## config.mk

```make
export PLATFORM = sky130hd
export DESIGN_NAME = lbam_top
export DESIGN_NICKNAME = d
export VERILOG_FILES = /design/src/lbam_pkg.sv /design/src/lbam_tick.sv /design/src/lbam_top.sv
export SDC_FILE = /design/constraint.sdc
export NUM_CORES = 1
export LEC_CHECK = 0
export ABC_AREA = 0
export BUFFER_PORTS_ARGS = -buffer_cell sky130_fd_sc_hd__buf_4
export CORE_MARGIN = 5
export CORE_UTILIZATION = 40
export CTS_CLUSTER_SIZE = 12
export DETAILED_ROUTE_END_ITERATION = 8
export HOLD_SLACK_MARGIN = 0.03
export PLACE_DENSITY = 0.65
export REMOVE_ABC_BUFFERS = 1
export SLEW_MARGIN = 20
export SYNTH_ARGS = -nofsm -noshare
export SYNTH_HDL_FRONTEND = slang
export SYNTH_SLANG_ARGS = --single-unit
```

## constraint.sdc

```tcl
create_clock -name clk -period 4.6 [get_ports clk]
set_input_delay 1.15 -clock clk [delete_from_list [all_inputs] [get_ports clk]]
set_output_delay 1.15 -clock clk [all_outputs]
set_load 0.01 [all_outputs]
```

## src/lbam_pkg.sv

```systemverilog
// Package for the leaky-bucket activity monitor: register map, reset values, timing.
// Assumes a 100 MHz clock and an 8-bit register port.
package lbam_pkg;
  localparam logic [7:0] ADDR_UPPER_THRESH = 8'h58;
  localparam logic [7:0] ADDR_LOWER_THRESH = 8'h59;
  localparam logic [7:0] ADDR_BUCKET_CEIL  = 8'h5A;
  localparam logic [7:0] ADDR_LEAK_RATE    = 8'h5B;
  localparam logic [7:0] ADDR_LEVEL        = 8'h5C;
  localparam logic [7:0] ADDR_IRQ_STATUS   = 8'h5D;
  localparam logic [7:0] ADDR_IRQ_MASK     = 8'h5E;
  localparam logic [7:0] RST_UPPER_THRESH  = 8'h06;
  localparam logic [7:0] RST_LOWER_THRESH  = 8'h04;
  localparam logic [7:0] RST_BUCKET_CEIL   = 8'h08;
  localparam logic [7:0] RST_LEAK_RATE     = 8'h01;
  localparam int         LEAK_RATE_W       = 2;
  localparam int         IRQ_RAISE_BIT     = 0;
  localparam int         IRQ_CLEAR_BIT     = 1;
  localparam int         IRQ_W             = 2;
  localparam int         CLK_HZ            = 100_000_000;
  localparam int         EVAL_PERIOD_MS    = 128;
  localparam int         EVAL_CYCLES       = CLK_HZ / 1000 * EVAL_PERIOD_MS;
endpackage : lbam_pkg

```

## src/lbam_tick.sv

```systemverilog
// Free-running divider producing one pulse per evaluation period.
// Assumes a single clock domain with a common clock enable.
`timescale 1ns/1ps
`default_nettype none
module lbam_tick #(
  parameter int PERIOD = lbam_pkg::EVAL_CYCLES
) (
  input  wire logic clk,
  input  wire logic reset_n,
  input  wire logic clk_en,
  output var  logic tick
);
  // A period of one clock would leave the divider with no count to run.
  if (PERIOD < 2) begin : g_bad_period
    $error("PERIOD must be at least 2");
  end
  localparam int CW = $clog2(PERIOD);
  logic [CW-1:0] count;
  wire           at_end = (count == CW'(PERIOD - 1));
  always_ff @(posedge clk or negedge reset_n) begin
    if (!reset_n) begin
      count <= '0;
      tick  <= 1'b0;
    end else if (clk_en) begin
      count <= at_end ? '0 : count + 1'b1;
      tick  <= at_end;
    end
  end
endmodule : lbam_tick
`default_nettype wire

```

## src/lbam_top.sv

```systemverilog
// Leaky-bucket input activity monitor with register port and interrupt.
// Assumes fault_in comes from another domain and is synchronised here.
`timescale 1ns/1ps
`default_nettype none
// Behaviour
// RL1 - Update bucket once per 128 ms period.
// RL2 - Faulty period adds one to bucket.
// RL3 - Clean stretch of 1/2/4/8 periods subtracts one.
// RL4 - Bucket never exceeds programmed ceiling; a ceiling lowered below the level clamps it only at the next tick.
// RL5 - Leak rate field selects clean stretch length.
// RL6 - Raise alarm when bucket reaches upper threshold.
// RL7 - Clear alarm when bucket falls to lower.
// RL8 - Empty bucket stays at zero on decrement.
module lbam_top #(
  parameter int EVAL_CYCLES = lbam_pkg::EVAL_CYCLES
) (
  input  wire logic       clk,
  input  wire logic       reset_n,
  input  wire logic       clk_en,
  input  wire logic       fault_in,
  input  wire logic [7:0] addr,
  input  wire logic [7:0] wdata,
  input  wire logic       wr_en,
  input  wire logic       rd_en,
  output var  logic [7:0] rdata,
  output var  logic       alarm,
  output var  logic       irq
);
  logic       fault_s1;
  logic       fault_s2;
  logic       fault_seen;
  logic       tick;
  logic [7:0] upper_thresh;
  logic [7:0] lower_thresh;
  logic [7:0] bucket_ceiling;
  logic [1:0] leak_rate_select;
  logic [7:0] level;
  logic [2:0] clean_count;
  logic [lbam_pkg::IRQ_W-1:0] irq_status;
  logic [lbam_pkg::IRQ_W-1:0] irq_mask;

  lbam_tick #(.PERIOD(EVAL_CYCLES)) u_tick (
    .clk     (clk),
    .reset_n (reset_n),
    .clk_en  (clk_en),
    .tick    (tick)
  );

  // Register decode.
  wire wr_upper = wr_en && (addr == lbam_pkg::ADDR_UPPER_THRESH);
  wire wr_lower = wr_en && (addr == lbam_pkg::ADDR_LOWER_THRESH);
  wire wr_ceil  = wr_en && (addr == lbam_pkg::ADDR_BUCKET_CEIL);
  wire wr_rate  = wr_en && (addr == lbam_pkg::ADDR_LEAK_RATE);
  wire wr_stat  = wr_en && (addr == lbam_pkg::ADDR_IRQ_STATUS);
  wire wr_mask  = wr_en && (addr == lbam_pkg::ADDR_IRQ_MASK);

  wire [7:0] read_mux =
    (addr == lbam_pkg::ADDR_UPPER_THRESH) ? upper_thresh :
    (addr == lbam_pkg::ADDR_LOWER_THRESH) ? lower_thresh :
    (addr == lbam_pkg::ADDR_BUCKET_CEIL)  ? bucket_ceiling :
    (addr == lbam_pkg::ADDR_LEAK_RATE)    ? {6'h00, leak_rate_select} :
    (addr == lbam_pkg::ADDR_LEVEL)        ? level :
    (addr == lbam_pkg::ADDR_IRQ_STATUS)   ? {6'h00, irq_status} :
    (addr == lbam_pkg::ADDR_IRQ_MASK)     ? {6'h00, irq_mask} : 8'h00;

  // Clean stretch length in periods minus one: 0, 1, 3 or 7.
  wire [2:0] clean_last  = 3'((4'h1 << leak_rate_select) - 4'h1); // RL5
  wire       faulty      = fault_seen || fault_s2;
  wire       leak_due    = !faulty && (clean_count == clean_last); // RL3
  wire       can_fill    = level < bucket_ceiling;
  // A ceiling lowered below the current level pulls the level down to it.
  wire [7:0] next_level  =
    (level > bucket_ceiling)      ? bucket_ceiling :
    (faulty && can_fill)          ? level + 8'h01 : // RL2 RL4
    (leak_due && level != 8'h00)  ? level - 8'h01 : // RL3 RL8
    level;
  wire [2:0] next_clean  = (faulty || leak_due) ? 3'h0 : clean_count + 3'h1;
  wire       rise_now    = !alarm && (next_level >= upper_thresh); // RL6
  wire       fall_now    = alarm && (next_level <= lower_thresh); // RL7
  wire [lbam_pkg::IRQ_W-1:0] irq_events = {fall_now, rise_now};
  wire       ev_ok       = tick && clk_en;

  always_ff @(posedge clk or negedge reset_n) begin
    if (!reset_n) begin
      fault_s1 <= 1'b0;
      fault_s2 <= 1'b0;
    end else if (clk_en) begin
      fault_s1 <= fault_in;
      fault_s2 <= fault_s1;
    end
  end

  always_ff @(posedge clk or negedge reset_n) begin
    if (!reset_n) begin
      upper_thresh     <= lbam_pkg::RST_UPPER_THRESH;
      lower_thresh     <= lbam_pkg::RST_LOWER_THRESH;
      bucket_ceiling   <= lbam_pkg::RST_BUCKET_CEIL;
      leak_rate_select <= lbam_pkg::RST_LEAK_RATE[1:0];
      irq_mask         <= '0;
      rdata            <= 8'h00;
    end else if (clk_en) begin
      if (wr_upper) upper_thresh <= wdata;
      if (wr_lower) lower_thresh <= wdata;
      if (wr_ceil)  bucket_ceiling <= wdata;
      if (wr_rate)  leak_rate_select <= wdata[1:0];
      if (wr_mask)  irq_mask <= wdata[lbam_pkg::IRQ_W-1:0];
      rdata <= rd_en ? read_mux : 8'h00;
    end
  end

  // Faults anywhere within a period are remembered until the period closes.
  always_ff @(posedge clk or negedge reset_n) begin
    if (!reset_n) begin
      fault_seen  <= 1'b0;
      level       <= 8'h00;
      clean_count <= 3'h0;
      alarm       <= 1'b0;
    end else if (clk_en) begin
      if (tick) begin // RL1
        fault_seen  <= 1'b0;
        level       <= next_level;
        clean_count <= next_clean;
        if (rise_now) alarm <= 1'b1; // RL6
        else if (fall_now) alarm <= 1'b0; // RL7
      end else if (fault_s2) begin
        fault_seen <= 1'b1;
      end
    end
  end

  // Set wins over a write-one clear in the same cycle.
  always_ff @(posedge clk or negedge reset_n) begin
    if (!reset_n) begin
      irq_status <= '0;
      irq <= 1'b0;
    end else if (clk_en) begin
      irq_status <= (irq_status & ~(wr_stat ? wdata[lbam_pkg::IRQ_W-1:0] : '0))
                    | (ev_ok ? irq_events : '0);
      irq <= |(irq_status & irq_mask);
    end
  end
endmodule : lbam_top
`default_nettype wire

```

# Word level (Yosys, flattened, before mapping)
# Cells that the tools add are included.
# classes
add_sub_neg	5
mul	0
div_mod_pow	0
magnitude_cmp	4
eq_ne	9
n_shift	1
mux	19
bitwise	4
n_reduce_logical	28
# ops
cell	n
$mux 8	9
$eq 8x7->1 const B	7
$add 24x1->24 const B	1
$eq 24x24->1 const B	1
$mux 24	1
$reduce_and 2->1	7
$logic_and 1x1->1	12
$add 8x1->8 const B	1
$ge 8x8->1	1
$gt 8x8->1	1
$le 8x8->1	1
$lt 8x8->1	1
$mux 2	4
$reduce_bool 8->1	1
$sub 8x1->8 const B	1
$and 2x2->2	2
$mux 1	4
$reduce_bool 2->1	2
$add 3x1->3 const B	1
$eq 3x3->1	1
$mux 3	1
$reduce_and 3->1	1
$shl 1x2->3 const A	1
$sub 3x1->3 const B	1
5 further kinds	7
# word_totals
regBits	79
latch_bits	0
ramBits	0
mem_bits_ro	0
word_cells	86
mem_count	0

# Longest topological paths before layout
# logic_depth
ltp_word	12
ltp_mapped	17
mapped_depth_nobuf	15

# Modules after synthesis
# Synthesis repeated with hierarchy kept, for this count alone.
# unflattened
hier_cells	534
area_unflattened_um2	5048.6
# by_module_without_submodules
module	instances	cells_each	area_each_um2	seq_area_each_um2
lbam_top	1	409	3743.6	1357.6
lbam_tick	1	125	1305.0	625.6

# Worst setup path after synthesis
# Ideal clock, no wire load.
# synth_path
kind	register to register
from	register bucket_ceiling[3]
to	register irq_status[0] in the netlist's numbering
setup_ns	0.130
arrival_ns	3.192
t_required_ns	4.470
slack_ns	1.278
path_stages_with_launch	17
path_buffers	2
period_less_slack_ns	3.322
path_cell_list	dfstp_2 > inv_1 > ha_1 > a21oi_1 > a21o_1 > and2_1 > clkbuf_1 > clkbuf_1 > nand2_1 > o221ai_1 > ha_1 > nand2b_1 > a21o_1 > a21o_1 > a21o_1 > a31oi_1 > o21ai_0
# synth_via
elab_chain_cells	8
# synth_rtl
element	line	source
start: declaration	lbam_top.sv:35	logic [7:0] bucket_ceiling;
start signal: assignment	lbam_top.sv:97	bucket_ceiling <= lbam_pkg::RST_BUCKET_CEIL;
start signal: assignment	lbam_top.sv:104	if (wr_ceil) bucket_ceiling <= wdata;
$lt 8x8->1	lbam_top.sv:70	wire can_fill = level < bucket_ceiling;
$logic_and 1x1->1	lbam_top.sv:74	(faulty && can_fill) ? level + 8'h01 :
$mux 8	lbam_top.sv:74	
$mux 8 (*)	lbam_top.sv:73	(level > bucket_ceiling) ? bucket_ceiling :
$ge 8x8->1 (*)	lbam_top.sv:78	wire rise_now = !alarm && (next_level >= upper_thresh);
$logic_and 1x1->1 (*)	lbam_top.sv:78	
$mux 2 (*)	lbam_top.sv:138	| (ev_ok ? irq_events : '0);
$or 2x2->2 (*)	lbam_top.sv:138	
end signal: assignment	lbam_top.sv:137	irq_status <= (irq_status & ~(wr_stat ? wdata[lbam_pkg::IRQ_W-1:0] : '0))
end: declaration	lbam_top.sv:39	logic [lbam_pkg::IRQ_W-1:0] irq_status;
# Mark *: on every way between the ends. The rest lies on a longest branch, timed or not.
# A chain may end at the register's enable or synchronous reset.

# Worst setup path after layout
# layout_path
from	register level[0]
to	register alarm
# layout_via
elab_chain_cells	9
# layout_rtl
element	line	source
start: declaration	lbam_top.sv:37	logic [7:0] level;
start signal: assignment	lbam_top.sv:121	level <= next_level;
parallel branches: the longest is 4 deep, another holds $sub 8x1->8	-	
$mux 8 (*)	lbam_top.sv:73	
named net next_level[1]	lbam_top.sv:72	wire [7:0] next_level =
$ge 8x8->1 / $le 8x8->1 (equally long branches)	lbam_top.sv:78, lbam_top.sv:79	
$logic_and 1x1->1 (on tied branches)	lbam_top.sv:78, lbam_top.sv:79	
$reduce_bool 2->1 (no source line)	-	
$reduce_and 3->1 (no source line)	-	
end signal: assignment	lbam_top.sv:117	alarm <= 1'b0;
end signal: assignment	lbam_top.sv:123	if (rise_now) alarm <= 1'b1;
end signal: assignment	lbam_top.sv:124	else if (fall_now) alarm <= 1'b0;
end: declaration	lbam_top.sv:26	output var logic alarm,
# Mark *: on every way through the listed nets, which the timed path passes.

==> results list <==
- Number of enable-type register cells in the synthesized netlist: 0
- The tool flagged a number of max-cap violations equal to 0.
* Largest net degree at the start of global routing: 80
- After synthesis, the cell types taking the most area are sky130_fd_sc_hd__dfrtp_1 (38%), sky130_fd_sc_hd__ha_1 (7.2%), sky130_fd_sc_hd__o21ai_0 (5.9%).
- Syn Area/Cell: 9.19 um^2
- The path with the worst hold slack has its endpoint at u_tick.count[6].
- The routed design has 12700 um of wire.
- For the pin with the worst max-slew slack, the measured transition is 0.879 ns.
- For this run, the number of Yosys warnings is 0.
- For this run, the top clock speed supported by timing is 254 MHz.
- The flow ran to the end, and the final reports show no timing, DRC or antenna violations.
- STA puts the critical path data required time at 4.82 ns.
- Startpoint of the most critical hold path: u_tick.count[6]
- Post-CTS setup buffer count: 0
- The H-tree generated during clock tree synthesis spans 3 levels.
* Critical path arrival: 4.16 ns
* HPWL after detailed placement: 9240 um
- Dividing total power by cell area gives a power density of 308 nW/um^2.
- Across all hold checks on the routed design, the worst slack comes to 0.492 ns.
- In the synthesized netlist, the cells that appear most often are sky130_fd_sc_hd__dfrtp_1 (74), sky130_fd_sc_hd__o21ai_0 (57), sky130_fd_sc_hd__nand2_1 (48), sky130_fd_sc_hd__inv_1 (40), sky130_fd_sc_hd__nor2_1 (35).
- The number of antenna diodes in the final layout is 0.
- The number of global-route vias before repair came to 4146.
* Share of the synthesized area in compound gates (AO/OA/AOI/OAI): 17.5%
* Largest family of logic cells by synthesized area: simple AND/OR/NAND/NOR gates
- Final layout net count: 606
- The synthesized design devotes to its leading area cell type 38.0% of total area.
- Number of standard cells after synthesis: 530
- The placed instances occupy a cell area of 5230 um^2.
- Seq cells post-synth: 79
* Floorplan die area: 14500 um^2
* Area added between synthesis and finish: 14.2%
- Die span in y: 120 um
- Worst-path cell with the longest stage delay: sky130_fd_sc_hd__o41ai_1
- After Yosys synthesis, XOR and XNOR cells account for 3.06% of the synthesized area.
* Worst Setup End Kind: register
* Layout cells sized above 1: 15.7%
- After floorplanning, the core was sized to cover 12000 um^2.
- In this run the critical register-to-register path is captured at alarm.
- Input/output buffers: 31
- Effective utilization at floorplan: 40.7%
* Number of hold violations in the final report: 0
- The first detailed-routing pass ran for 5 iterations.
- Final instance area: 5560 um^2
- Met3 WL: 463 um
- In this run the critical register-to-register path is launched from level[0].
- Routability-driven placement congestion ratio: 0.872
- Clock Path Buffers: 2
- The highest metal layer carrying signal wires in the routed design is met4.
- Final setup violation count: 0
- In this run the register-to-register setup slack is 0.66 ns.
- The initialized floorplan defines 40 standard-cell rows.
- Power comes to 0.00171 W.
- Adder and majority gate portion of the synthesized area: 7.19%
* Sink count of the clock tree: 79
- Category of the most critical setup path: reg2reg
- Multiplexer cells account for 5.75% of the synthesized area.
* Horizontal die dimension: 120 um
- Post-synth ARST share: 100%
- Post-Synth Simple-Gate Area: 21.4%
* Max IR drop VDD: 176 uV
- TritonCTS built the clock tree.
- On the worst path, the slowest cell contributes a delay of 0.81 ns.
* Sequential-to-total area share from yosys stat: 40.7%
- Worst Setup Start Kind: register
- Clock-pin slew reported for the worst setup and hold paths after clock tree synthesis: 0.06 ns
- Number of buffers added to fix hold violations after cts: 0
* Post-layout util: 46.5%
* Skew-Pair Late Insertion Delay: 0.35 ns
- Global-route usage over all layers: 18.2%
- Buffer type at the clock tree root: sky130_fd_sc_hd__clkbuf_16
- Most numerous cell in the Yosys netlist: sky130_fd_sc_hd__dfrtp_1
* Relative max-transition margin: 41.4%
* Number of cells on the worst reg-to-reg path: 13
- Max Transition Viols Final: 0
- For this design the top-level I/O count stands at 32.
- Across all layers, the routed design uses 4160 vias.
- In this run the worst hold path is classified as reg2reg.
- Synth Cell Area: 4870 um^2
* Biggest fanout along the worst timing path: 22
- Total negative slack for setup checks: 0 ns
- For this run, design rule violations remaining after detail routing come to 0.
* Post-synthesis cell type count: 60
- Unrepaired setup endpoints after global routing: no
- Delay-heaviest family, CP: compound AO/OA/AOI/OAI gates
* Number of gates resized after CTS: 0
* Global-route wire length before repair: 21000 um
* Routed met1 length: 5840 um
* Antenna Nets Post-Route: 0
- Number of antenna violations at the first check in global routing: 0
* DRC violation total after the first TritonRoute iteration: 380
- Clock buffer count from CTS: 9
- The total overflow left after global routing is 0.
* Vias per Instance: 5.88
* Crit path buffers/inverters: 1
- sky130_fd_sc_hd__dfrtp_1 takes more of the synthesized area than any other cell.
* Static leakage power: 2.47 nW
* Hold depth: 1
- After layout, the minimum clock period comes to 3.94 ns.
- CP Cell Sequence: inv_1, ha_1, nand4_1, o21ai_0, nand2_1, o41ai_1, ha_1, nor2b_1, o21ai_0, a21oi_1, nor3_1, o21ai_0, o2bb2ai_1
- Fin Clk Skew: 0.00855 ns
- Average wire length per cell after detail routing: 17.9 um
* Met2 wire length: 6130 um
- Among all flip-flop cells after synthesis, the most frequent one is sky130_fd_sc_hd__dfrtp_1.
- The final critical path takes up 85.6% of the cycle.
- Library cell appearing most often on the critical path: sky130_fd_sc_hd__o21ai_0
## metrics by stage
step / setup WS (ns) / instances
2_1_floorplan: 1.31 / 513
3_3_place_gp: 0.853 / 692
3_5_place_dp: 0.745 / 692
4_1_cts: 0.712 / 708
5_1_grt: 0.376 / 708
6_report: 0.662 / 708
## sequential cells by signal (all words and copies together) (netlist names)
| signal | cells |
|---|---|
| level | 8 |
| irq | 1 |
| fault_s2 | 1 |
| fault_seen | 1 |
| upper_thresh | 8 |
| fault_s1 | 1 |
| rdata | 8 |
| irq_mask | 2 |
| clean_count | 3 |
| irq_status | 2 |
| alarm | 1 |
| u_tick.tick | 1 |
| lower_thresh | 8 |
| leak_rate_select | 2 |
| bucket_ceiling | 8 |
| u_tick.count | 24 |
## area by class of cell
class | count | area (um^2)
clock buffer | 13 | 260
multi-input combinational | 394 | 2670
fill | 1135 | 6400
clock inverter | 3 | 65.1
inverter | 40 | 150
timing repair buffer | 32 | 244
sequential | 79 | 1980
tap | 147 | 184
## cells in the final DEF (no fill, tap or decap), types with 3 or more instances in the layout
master,instances
sky130_fd_sc_hd__dfrtp_1,74
sky130_fd_sc_hd__and4_1,7
sky130_fd_sc_hd__xnor2_1,11
sky130_fd_sc_hd__buf_4,31
sky130_fd_sc_hd__nand2_1,48
sky130_fd_sc_hd__o211ai_1,3
sky130_fd_sc_hd__nor4_1,5
sky130_fd_sc_hd__o31a_1,5
sky130_fd_sc_hd__mux2_2,24
sky130_fd_sc_hd__nand4b_1,3
sky130_fd_sc_hd__nand3_1,15
sky130_fd_sc_hd__a211oi_1,13
sky130_fd_sc_hd__a21oi_1,17
sky130_fd_sc_hd__nand2b_1,9
sky130_fd_sc_hd__nor2_1,35
sky130_fd_sc_hd__a21o_1,7
sky130_fd_sc_hd__a2111oi_0,3
sky130_fd_sc_hd__or3_1,3
sky130_fd_sc_hd__dfstp_2,5
sky130_fd_sc_hd__o22ai_1,4
sky130_fd_sc_hd__clkbuf_16,9
sky130_fd_sc_hd__nor3_1,8
sky130_fd_sc_hd__and3_1,12
sky130_fd_sc_hd__inv_1,40
sky130_fd_sc_hd__ha_1,28
sky130_fd_sc_hd__nand4_1,19
sky130_fd_sc_hd__xor2_1,6
sky130_fd_sc_hd__o21ai_0,57
sky130_fd_sc_hd__a31oi_1,3
sky130_fd_sc_hd__nor2b_1,4
sky130_fd_sc_hd__o2111ai_1,7
## how the worst max path moves through the flow
stage | end | cells past startpoint | startpoint
2_1_floorplan | alarm | 13 | bucket_ceiling[3]
3_3_place_gp | alarm | 13 | level[1]
3_5_place_dp | alarm | 13 | level[1]
4_1_cts | alarm | 13 | level[1]
5_1_grt | irq_status[1] | 13 | level[0]
6_report | alarm | 13 | level[0]
## power by group
| group | switching (W) | leakage [nW] | internal (W) |
|---|---|---|---|
| clock | 0.000282 | 0.160 | 0.000504 |
| sequential | 0.0000350 | 0.999 | 0.000733 |
| combinational | 0.0000904 | 1.31 | 0.0000700 |
| total | 0.000407 | 2.47 | 0.00131 |
## metal layers
metal	track usage [%]	vias up
li1	-	2005
met1	23.6	2052
met2	29.8	81
met3	4.40	22
met4	6.30	0
met5	0	-
## cell families (layout without fill, tap and decap cells)
kind of cell	Yosys count	after routing
buffers and inverters	57	88
XOR/XNOR	17	17
AND/OR/NAND/NOR	190	190
adder cells (fa/ha/maj)	28	28
multiplexers	25	25
flip-flops	79	79
AO/OA/AOI/OAI	134	134
No activity file was read; power rests on OpenSTA's default activity.
